### config.mk
export PLATFORM = sky130hd
export DESIGN_NAME = psw_wake_ctrl
export DESIGN_NICKNAME = d
export VERILOG_FILES = /design/src/hw/psw_pkg.sv /design/src/hw/psw_hold_timer.sv /design/src/hw/psw_wake_ctrl.sv
export SDC_FILE = /design/constraint.sdc
export NUM_CORES = 1
export LEC_CHECK = 0
export ABC_AREA = 0
export BUFFER_PORTS_ARGS = -buffer_cell sky130_fd_sc_hd__buf_2
export CAP_MARGIN = 25
export CORE_MARGIN = 4
export CORE_UTILIZATION = 48
export CTS_CLUSTER_SIZE = 20
export DETAILED_ROUTE_END_ITERATION = 10
export GPL_TIMING_DRIVEN = 0
export PLACE_DENSITY = 0.75
export SLEW_MARGIN = 10
export SYNTH_ARGS = -nofsm -noshare
export SYNTH_HDL_FRONTEND = slang
export SYNTH_SLANG_ARGS = --single-unit
export TNS_END_PERCENT = 30
### constraint.sdc
create_clock -name i_clk -period 4.42 [get_ports i_clk]
set_input_delay 0.663 -clock i_clk [delete_from_list [all_inputs] [get_ports i_clk]]
set_output_delay 0.663 -clock i_clk [all_outputs]
set_load 0.01 [all_outputs]
### src/hw/psw_pkg.sv
/*
 power switch and wake control package: states, timing counts, port structs.
 assumes a 100 MHz always-on standby clock.
*/
package psw_pkg;

   // system power states
   typedef enum logic [2:0]
   {
      PSW_S0  = 3'b000,
      PSW_S1  = 3'b001,
      PSW_S3  = 3'b011,
      PSW_S5  = 3'b101,
      PSW_STB = 3'b110
   } psw_state_e;

   // after power failure policy
   localparam logic [1:0] PSW_APF_OFF  = 2'h0;
   localparam logic [1:0] PSW_APF_ON   = 2'h1;
   localparam logic [1:0] PSW_APF_LAST = 2'h2;

   localparam int unsigned PSW_CLK_MHZ     = 100;
   // hold threshold, four seconds
   localparam int unsigned PSW_HOLD_MS     = 4000;
   localparam longint unsigned PSW_HOLD_CYC_L =
      longint'(PSW_HOLD_MS) * 1000 * PSW_CLK_MHZ;
   // switch debounce, 10 ms
   localparam int unsigned PSW_DEB_US      = 10000;
   localparam int unsigned PSW_DEB_CYC     = PSW_DEB_US * PSW_CLK_MHZ;
   localparam int unsigned PSW_CNT_W       = 32;

   // wake request bit positions
   localparam int PSW_WK_SW    = 0;
   localparam int PSW_WK_RTC   = 1;
   localparam int PSW_WK_LAN   = 2;
   localparam int PSW_WK_PME   = 3;
   localparam int PSW_WK_RING  = 4;
   localparam int PSW_WK_IR    = 5;
   localparam int PSW_WK_USB   = 6;
   localparam int PSW_WK_KBD   = 7;
   localparam int PSW_WK_N     = 8;

   localparam logic [7:0] PSW_WK_S5_MASK = 8'h0F;
   localparam logic [7:0] PSW_WK_LP_MASK = 8'h0C;

   // configuration bits
   typedef struct packed
   {
      logic       pm_en;
      logic       s5_lan_pme_en;
      logic [1:0] apf_mode;
      logic [31:0] idle_cycles;
   } psw_cfg_s;

   // power rail controls
   typedef struct packed
   {
      logic psu_on;
      logic ctx_keep;
      logic dev_pwr;
      logic monitor_on;
      logic sys_fan_on;
      logic psu_fan_on;
   } psw_pwr_s;

endpackage : psw_pkg

### src/hw/psw_hold_timer.sv
/*
 power switch synchroniser, debouncer and hold timer.
 assumes the switch pin is asynchronous, active high when pressed.
*/
`timescale 1ns/10ps
module psw_hold_timer
   import psw_pkg::*;
#(
   parameter int unsigned HOLD_CYC = 32'(PSW_HOLD_CYC_L),
   parameter int unsigned DEB_CYC  = PSW_DEB_CYC
)
(
   // clock and reset
   input  wire logic i_clk,
   input  wire logic i_reset_n,
   // switch pin
   input  wire logic i_sw,
   // press result, one-cycle pulses
   output logic      o_short,
   output logic      o_long
);
   logic                 s1_r, s2_r, deb_r, long_done_r;
   logic [PSW_CNT_W-1:0] deb_cnt_r, hold_cnt_r;

   always_ff @(posedge i_clk)
   begin
      if (!i_reset_n)
      begin
         s1_r <= 1'b0;
         s2_r <= 1'b0;
      end
      else
      begin
         s1_r <= i_sw;
         s2_r <= s1_r;
      end
   end

   always_ff @(posedge i_clk)
   begin
      if (!i_reset_n)
      begin
         deb_r     <= 1'b0;
         deb_cnt_r <= '0;
      end
      else if (s2_r == deb_r)
         deb_cnt_r <= '0;
      else if (deb_cnt_r >= PSW_CNT_W'(DEB_CYC - 1))
      begin
         deb_r     <= s2_r;
         deb_cnt_r <= '0;
      end
      else
         deb_cnt_r <= deb_cnt_r + 1'b1;
   end

   always_ff @(posedge i_clk)
   begin
      if (!i_reset_n)
      begin
         hold_cnt_r  <= '0;
         long_done_r <= 1'b0;
         o_short     <= 1'b0;
         o_long      <= 1'b0;
      end
      else
      begin
         o_short <= 1'b0;
         o_long  <= 1'b0;
         if (deb_r)
         begin
            if (hold_cnt_r >= PSW_CNT_W'(HOLD_CYC - 1))
            begin
               if (!long_done_r)
                  o_long <= 1'b1;
               long_done_r <= 1'b1;
            end
            else
               hold_cnt_r <= hold_cnt_r + 1'b1;
         end
         else
         begin
            if (hold_cnt_r != '0 && !long_done_r)
               o_short <= 1'b1;
            hold_cnt_r  <= '0;
            long_done_r <= 1'b0;
         end
      end
   end

endmodule : psw_hold_timer

### src/hw/psw_wake_ctrl.sv
/*
 power switch and wake control: power state machine, wake gating,
 apm standby, soft-off, after-power-failure restore, fan switching.
 assumes a standby clock and a standby power-good reset; wake inputs
 arrive asynchronously and are synchronised here.
*/
// Functional notes
// - next state from current state and switch hold against four seconds
// - short press: off to on, working to sleep, sleep to working
// - suspend-to-RAM keeps memory context for resume
// - soft-off keeps no context; return is a cold boot
// - in S3 only wake logic and ctx_keep stay powered; in S5 only wake logic
// - switch, rtc, lan, pme wake from S1, S3, S5
// - ring, ir, usb, keyboard wake only from S1 and S3 (keyboard also leaves standby)
// - lan and pme in S5 need an enable, default off
// - with pm on, standby after idle time-out or os request
// - keyboard or mouse activity leaves standby, monitor on
// - soft-off command with pm on turns the supply off
// - after outage restore previous on/off per policy
// - fans switched by state; tach inputs for both fans
`timescale 1ns/10ps
module psw_wake_ctrl
   import psw_pkg::*;
#(
   parameter int unsigned HOLD_CYC = 32'(PSW_HOLD_CYC_L),
   parameter int unsigned DEB_CYC  = PSW_DEB_CYC
)
(
   // clock and reset
   input  wire logic            i_clk,
   input  wire logic            i_reset_n,
   // configuration
   input  wire psw_pkg::psw_cfg_s i_cfg,
   input  wire logic            i_last_on,
   // pins
   input  wire logic            i_pwr_sw,
   input  wire logic [7:0]      i_wake,
   input  wire logic            i_mouse_act,
   input  wire logic            i_sys_fan_tach,
   input  wire logic            i_psu_fan_tach,
   // os requests, same clock
   input  wire logic            i_os_sleep_s1,
   input  wire logic            i_os_sleep_s3,
   input  wire logic            i_os_standby,
   input  wire logic            i_os_soft_off,
   input  wire logic            i_activity,
   // outputs
   output psw_pkg::psw_pwr_s    o_pwr,
   output psw_pkg::psw_state_e  o_state,
   output logic                 o_cold_boot,
   output logic                 o_sys_fan_tach,
   output logic                 o_psu_fan_tach
);
   psw_state_e           state_r, state_nxt, state_in;
   logic                 sw_short, sw_long, init_r, boot_nxt, apf_on;
   logic [10:0]          a1_r, a2_r;
   logic [7:0]           wk_ok;
   logic [31:0]          idle_r;
   logic                 idle_hit;

   psw_hold_timer #(.HOLD_CYC(HOLD_CYC), .DEB_CYC(DEB_CYC)) u_hold
   (
      .i_clk     (i_clk),
      .i_reset_n (i_reset_n),
      .i_sw      (i_pwr_sw),
      .o_short   (sw_short),
      .o_long    (sw_long)
   );

   // two-stage sync for wake, mouse and tach pins
   always_ff @(posedge i_clk)
   begin
      if (!i_reset_n)
      begin
         a1_r <= '0;
         a2_r <= '0;
      end
      else
      begin
         a1_r <= {i_psu_fan_tach, i_sys_fan_tach, i_mouse_act, i_wake};
         a2_r <= a1_r;
      end
   end

   assign o_sys_fan_tach = a2_r[9];
   assign o_psu_fan_tach = a2_r[10];

   always_comb
   begin
      wk_ok = '0;
      case (state_r)
         PSW_S1, PSW_S3: wk_ok = a2_r[7:0];
         // ring, ir, usb, kbd masked in s5
         // lan and pme need s5 enable
         PSW_S5:
            wk_ok = a2_r[7:0] & (PSW_WK_S5_MASK &
                    (i_cfg.s5_lan_pme_en ? 8'hFF : ~PSW_WK_LP_MASK));
         default: wk_ok = '0;
      endcase
   end

   always_ff @(posedge i_clk)
   begin
      if (!i_reset_n || i_activity || state_r != PSW_S0)
         idle_r <= '0;
      else if (!idle_hit)
         idle_r <= idle_r + 1'b1;
   end
   assign idle_hit = (i_cfg.idle_cycles != '0) &&
                     (idle_r >= i_cfg.idle_cycles);

   // next state from state and press length
   always_comb
   begin
      state_nxt = state_r;
      boot_nxt  = 1'b0;
      case (state_r)
         PSW_S0:
         begin
            if (sw_long)
               state_nxt = PSW_S5;
            else if (i_os_soft_off && i_cfg.pm_en)
               state_nxt = PSW_S5;
            else if (sw_short || i_os_sleep_s1)
               state_nxt = PSW_S1;
            else if (i_os_sleep_s3)
               state_nxt = PSW_S3;
            else if (i_cfg.pm_en && (i_os_standby || idle_hit))
               state_nxt = PSW_STB;
         end
         PSW_S1, PSW_S3:
         begin
            if (sw_long)
               state_nxt = PSW_S5;
            else if (sw_short || wk_ok != '0)
               state_nxt = PSW_S0;
         end
         PSW_S5:
         begin
            // wake from off is a cold boot
            if (sw_short || wk_ok != '0)
            begin
               state_nxt = PSW_S0;
               boot_nxt  = 1'b1;
            end
         end
         PSW_STB:
         begin
            if (sw_long)
               state_nxt = PSW_S5;
            else if (a2_r[PSW_WK_KBD] || a2_r[8] || i_activity)
               state_nxt = PSW_S0;
            else if (i_os_soft_off && i_cfg.pm_en)
               state_nxt = PSW_S5;
         end
         default: state_nxt = PSW_S5;
      endcase
   end

   // outage policy applied on the first cycle after reset
   assign apf_on = (i_cfg.apf_mode == PSW_APF_ON) ||
                   (i_cfg.apf_mode == PSW_APF_LAST && i_last_on);
   // one next-state value shared by state and rails, so they never split
   assign state_in = init_r ? (apf_on ? PSW_S0 : PSW_S5) : state_nxt;

   always_ff @(posedge i_clk)
   begin
      if (!i_reset_n)
      begin
         state_r     <= PSW_S5;
         init_r      <= 1'b1;
         o_cold_boot <= 1'b0;
      end
      else
      begin
         state_r     <= state_in;
         init_r      <= 1'b0;
         o_cold_boot <= init_r ? apf_on : boot_nxt;
      end
   end

   assign o_state = state_r;

   always_ff @(posedge i_clk)
   begin
      if (!i_reset_n)
         o_pwr <= '0;
      else
      begin
         o_pwr.psu_on     <= (state_in == PSW_S0 || state_in == PSW_S1 ||
                              state_in == PSW_STB);
         o_pwr.ctx_keep   <= (state_in != PSW_S5);
         o_pwr.dev_pwr    <= (state_in == PSW_S0 || state_in == PSW_STB);
         o_pwr.monitor_on <= (state_in == PSW_S0);
         o_pwr.sys_fan_on <= (state_in == PSW_S0 || state_in == PSW_STB);
         o_pwr.psu_fan_on <= (state_in == PSW_S0 || state_in == PSW_STB ||
                              state_in == PSW_S1);
      end
   end

   // assertions
   chk_long_off: assert property (
      @(posedge i_clk) disable iff (!i_reset_n)
      (!init_r && sw_long && state_r != PSW_S5) |=> state_r == PSW_S5)
      else $error("long press did not force soft-off");
   chk_short_on: assert property (
      @(posedge i_clk) disable iff (!i_reset_n)
      (!init_r && sw_short && state_r == PSW_S5)
      |=> state_r == PSW_S0 && o_cold_boot)
      else $error("short press from off did not cold boot");
   chk_s5_lowpwr: assert property (
      @(posedge i_clk) disable iff (!i_reset_n)
      state_r == PSW_S5 |-> !o_pwr.dev_pwr && !o_pwr.ctx_keep)
      else $error("power left on in soft-off");
   chk_s3_ctx: assert property (
      @(posedge i_clk) disable iff (!i_reset_n)
      (state_r == PSW_S3 && !init_r) |-> o_pwr.ctx_keep)
      else $error("context dropped in S3");
   chk_s5_usb: assert property (
      @(posedge i_clk) disable iff (!i_reset_n)
      (state_r == PSW_S5 && !init_r && !sw_short
       && (a2_r[7:0] & PSW_WK_S5_MASK) == '0) |=> state_r == PSW_S5)
      else $error("illegal wake from S5");
   chk_s5_lan: assert property (
      @(posedge i_clk) disable iff (!i_reset_n)
      (state_r == PSW_S5 && !init_r && !i_cfg.s5_lan_pme_en && !sw_short
       && (a2_r[1:0] == '0)) |=> state_r == PSW_S5)
      else $error("lan or pme woke S5 while disabled");
   chk_soft_off: assert property (
      @(posedge i_clk) disable iff (!i_reset_n)
      (state_r == PSW_S0 && !init_r && i_os_soft_off && i_cfg.pm_en)
      |=> !o_pwr.psu_on)
      else $error("soft-off command ignored");
   chk_stb_exit: assert property (
      @(posedge i_clk) disable iff (!i_reset_n)
      (state_r == PSW_STB && !init_r && !sw_long
       && (a2_r[PSW_WK_KBD] || a2_r[8] || i_activity))
      |=> o_pwr.monitor_on)
      else $error("standby exit did not restore monitor");
   chk_fan_s0: assert property (
      @(posedge i_clk) disable iff (!i_reset_n)
      (state_r == PSW_S0 && $past(state_r) == PSW_S0) |-> o_pwr.sys_fan_on)
      else $error("system fan off while working");
   cov_sleep: cover property (@(posedge i_clk) state_r == PSW_S1);
   cov_s3: cover property (@(posedge i_clk) state_r == PSW_S3);
   cov_stb: cover property (@(posedge i_clk) state_r == PSW_STB);
   cov_boot: cover property (@(posedge i_clk) o_cold_boot);

endmodule : psw_wake_ctrl

* After elaboration in Yosys (flattened, before gate mapping)
Index checks and enable logic that the tools add are counted.
** Operators by class
- $add $sub $neg :: 3
- Reductions and logical operators :: 31
- Multiplexer cells :: 21
- Bitwise operators :: 3
- Order comparisons :: 3
- Equality and inequality tests :: 10
** Operator list (number)
- $add A32 B1 Y32 const B :: 3
- $reduce_bool A32 Y1 :: 2
- $mux W3 :: 12
- $ge A32 B20 Y1 const B :: 1
- $ge A32 B29 Y1 const B :: 1
- $ge A32 B32 Y1 :: 1
- $pmux W8 S2 :: 1
- $logic_or A1 B1 Y1 :: 12
- $pmux W3 S4 :: 1
- $eq A3 B3 Y1 const B :: 3
- $and A8 B4 Y8 :: 1
- $reduce_bool A8 Y1 :: 1
- $eq A3 B1 Y1 const B :: 2
- $logic_not A3 Y1 :: 2
- $mux W1 :: 6
- $logic_and A1 B1 Y1 :: 5
- $mux W4 :: 1
- $reduce_and A2 Y1 :: 2
- $reduce_or A2 Y1 :: 2
- $eq A3 B2 Y1 const B :: 1
- $ne A3 B3 Y1 const B :: 1
- $reduce_and A3 Y1 :: 1
- $reduce_bool A3 Y1 :: 1
- $reduce_or A3 Y1 :: 1
- other kinds (5) :: 7
** Storage, ports and cells
- Register bits after elaboration :: 134
- Bits of input ports :: 56
- Output and inout port bits :: 12

* Longest topological paths before layout
- Depth after elaboration :: 14
- Gate-level depth with buffers :: 11

* Modules after synthesis
Synthesis repeated with hierarchy kept, for this count alone.
** Unflattened totals
- Cells, all modules :: 788
- Area total of the unflattened synthesis :: 6910.4 um^2
** By module, submodules not included
- psw_wake_ctrl :: seq. area each 1281.2 um^2, instances 1, area an instance 3784.9 um^2, cells each 441
- psw_hold_timer :: seq. area each 1401.3 um^2, instances 1, area an instance 3125.5 um^2, cells each 347

* Least setup slack after synthesis
OpenSTA, ideal clock, no wires.
- Path kind :: input to register
- Start :: input i_cfg[21] (netlist name)
- End :: register idle_r[19]
- Buffers on the path :: 1
- Arrival time :: 2981 ps
- Slack :: 1368 ps
- Stages :: 10
- Required time :: 4350 ps
- Cells stage by stage :: inv_1 > ha_1 > a21oi_1 > o21ai_1 > a221o_1 > o22a_2 > or4_1 > buf_2 > or4_1 > a21oi_1
** On the way
- Word-level cells in the longest chain between the ends :: 2
- Elaborated cells on any way between the ends :: 3
** RTL lines
- start, declared :: RTL line psw_wake_ctrl.sv:33 : input wire psw_pkg::psw_cfg_s i_cfg,
- $ge A32 B32 Y1 / $reduce_bool A32 Y1 (equally long branches) :: RTL line psw_wake_ctrl.sv:110, psw_wake_ctrl.sv:109
- $logic_and A1 B1 Y1 (*) :: RTL line psw_wake_ctrl.sv:109 : assign idle_hit = (i_cfg.idle_cycles != '0) &&
- end signal, assigned :: RTL line psw_wake_ctrl.sv:107 : idle_r <= idle_r + 1'b1;
- end, declared :: RTL line psw_wake_ctrl.sv:58 : logic [31:0] idle_r;
Every way passes the cells marked *; elsewhere a longest branch is shown, timed or not.
A chain may end at the register's enable or synchronous reset.

* Worst setup path after layout
- Start :: input i_cfg[15] (netlist name)
- End :: register idle_r[20]
Same word-level chain as after synthesis.

==> results.md <==
- Sequential share of the synthesized area: 0.4186
- Vias in the first global route: 5,315
- Total of max-cap violations: 0
- I/O Pins: 68
- GR Util All Layers: 0.2004
- Status: completed
- Clk sinks: 134
- Die width: 123.6 um
- Layout cells sized above 1: 0.1374
- GRT overflow: 0
- Nets: 938
- Count of input and output buffers: 67
- Post-route minimum period: 3.179 ns
- Initial antenna violation count: 0
- Final instance area: 0.007619 mm2
- Worst Path Required: 4.76 ns
- Cts bufs inserted: 17
- Ant. Diodes: 0
- Die area: 0.01526 mm2
- First-pass GRT wire length: 24,510 um
- Routed wire per std cell: 13.89 um
- Max Freq: 0.3145 GHz
- Routed Antenna Nets: 0
- CTS tree: yes
- Largest net degree at the start of global routing: 17
- Core Area: 0.01282 mm2
- Clock transition at the registers of the reported paths: 0.06 ns
- Die height: 123.6 um
- HPWL Detailed: 10,560 um
- CP Launch Type: input pin
- Vias post-DR: 5,580
- Final WL: 14,320 um
- #FFs+latches synth: 134
- DRC: 0
- Post-synth EDFFs: 0
- Syn_area_per_cell: 8.556 um2
- DR pass1 iterations: 5
- CP Max Fanout: 10
- Clock root buffer master: clkbuf_16
- Crit. End Element: flop
- Reg2reg setup slack: 1.25 ns
- Area growth, synth to finish: 18.88%
- Crit Path Class: input pin to flop
- Warnings, synthesis: 0
- Hold Fails Final Rpt: 0
- Netlist cell types: 60
- Final Setup Violations: 0
- Final worst-path cycle share: 0.7193
- Syn Inst Count: 749
- Power Dens Cells: 367.6 mW/mm2
- Post-DP Area: 0.007000 mm2
- Clock Tree Buf Depth: 2
- Netlist Area Pre-Place: 0.006409 mm2
- RSZ-0062 raised after global routing: no
- Main flop type after synthesis: dfxtp_1
- Worst skew pair latency: 0.41 ns
- Hold Buf Count CTS: 0
- HP Class: flop to flop
- H-tree level count: 4
- Final TNS setup: 0 ns
- Starting Density: 0.4997
- Gpl congestion: 0.8819
- Worst Tran Pin Value: 0.7085 ns
- VDD IR max: 0.4247 mV
- Leak: 2.863 nW
- Rel. slew slack: 0.5262
- Std cell rows: 41
- Via density: 5.412
- Post-CTS Setup Bufs: 0
- Worst Clk Skew: 0.006468 ns
- Critical Path AT: 3.51 ns
- CTS-repair resized insts: 0
- Slew Viols, Final: 0
- DRT iter0 DRCs: 302
- FFs w/ async S/R, synth: 0
[metrics by stage]
stage / power, W / instances / hold WS [ns] / utilization / setup WS (ns)
6_report: 0.002801 / 1031 / 0.4290 / 0.5940 / 1.241
5_1_grt: 0.002897 / 1031 / 0.4494 / 0.5940 / 1.060
4_1_cts: 0.002827 / 1031 / 0.4303 / 0.5940 / 1.231
3_5_place_dp: 0.001389 / 999 / 0.4177 / 0.5459 / 0.8364
3_3_place_gp: 0.001387 / 999 / 0.4137 / 0.5459 / 0.8560
2_1_floorplan: 0.001333 / 760 / 0.4119 / - / 1.368
[critical path, cell delays in order]
cell and delay, ns:
buf_2 0.09, inv_1 0.04, ha_1 0.28, nand2_1 0.08, nor4_1 0.48, or4b_4 0.55, a31o_2 0.27, nand4_1 0.21
buf_2 0.28, buf_2 0.28, o21ai_0 0.13, a21oi_1 0.14
[flip-flops by register name (all words and copies together) (netlist names), 3 cells and up]
name and flops:
a1_r 11, o_pwr 5, u_hold.hold_cnt_r 32, idle_r 32, u_hold.deb_cnt_r 32, a2_r 11
o_state 3
[path summary, 6_finish.rpt]
| kind | startpoint | endpoint | depth (start not counted) |
|---|---|---|---|
| setup reg to reg | idle_r[15] | idle_r[20] | 10 |
| hold / removal | a1_r[6] | a2_r[6] | 1 |
| hold reg to reg | a1_r[6] | a2_r[6] | 1 |
| setup / recovery | i_cfg[15] | idle_r[20] | 12 |
[per-layer routing]
layer | vias up | GRT usage | part of all wire
met5 | - | 0 | 0
met4 | 0 | 0.08235 | 0.020
met3 | 29 | 0.04300 | 0.066
met2 | 172 | 0.3401 | 0.47
met1 | 2550 | 0.2467 | 0.45
li1 | 2829 | - | -
[synth_stat cells, types with 8 or more instances]
cell type | n | area [um2]
or3_1 | 19 | 118.9
nand2_1 | 56 | 210.2
ha_1 | 36 | 450.4
nand4_1 | 23 | 143.9
nor2_1 | 78 | 292.8
or4_1 | 8 | 60.06
and3_1 | 10 | 62.56
and2_1 | 30 | 187.7
dfxtp_1 | 134 | 2683
xnor2_1 | 29 | 254.0
inv_1 | 49 | 183.9
o21ai_0 | 28 | 140.1
nor4_1 | 27 | 168.9
a21oi_1 | 47 | 235.2
nand3_1 | 24 | 120.1
clkbuf_1 | 21 | 78.83
nor3_1 | 28 | 140.1
xor2_1 | 20 | 175.2
[cell type report]
cell class / instances / area (um2)
buffer: 27 / 117.6
clock buffer: 20 / 466.7
clock inverter: 12 / 151.4
fill: 1164 / 5206
inverter: 49 / 183.9
multi-input combinational: 550 / 3466
sequential: 134 / 2683
tap: 172 / 215.2
timing repair buffer: 67 / 335.3
[cell families after synthesis]
group | share of synthesized area
multiplexers | 0.004686
other | 0.0005851
AND/OR/NAND/NOR | 0.2753
buffers and inverters | 0.04705
adder cells (fa/ha/maj) | 0.07028
AO/OA/AOI/OAI | 0.1166
XOR/XNOR | 0.06697
flip-flops | 0.4186
[report_power, final]
group	internal, W	switching (W)	total (W)
combinational	0.0000562	0.0000677	0.000124
sequential	0.00123	0.00000792	0.00124
clock	0.000929	0.000507	0.00144
[layout by cell type, fill, tap and decap left out, types with 4 or more instances in the layout]
cell type  netlist  routed
nor3b_1          4       4
or3_1           19      19
clkbuf_16        0      17
ha_1            36      36
nand3_1         24      24
nor3_1          28      28
nor4_1          27      27
and3_1          10      10
conb_1           1      12
a211oi_1         4       4
inv_1           49      49
clkinv_2         0       4
and2_1          30      30
a31oi_1          4       4
nand4_1         23      23
o31ai_1          7       7
a21oi_1         47      47
xnor2_1         29      29
o21ai_0         28      28
and4_1           5       5
nor2_1          78      78
clkbuf_1        21      21
dfxtp_1        134     134
nor4_2           4       4
xor2_1          20      20
nand2_1         56      56
or4_1            8       8
buf_2            4      71
o21a_1           4       4
(Power assumes the default switching activity.)
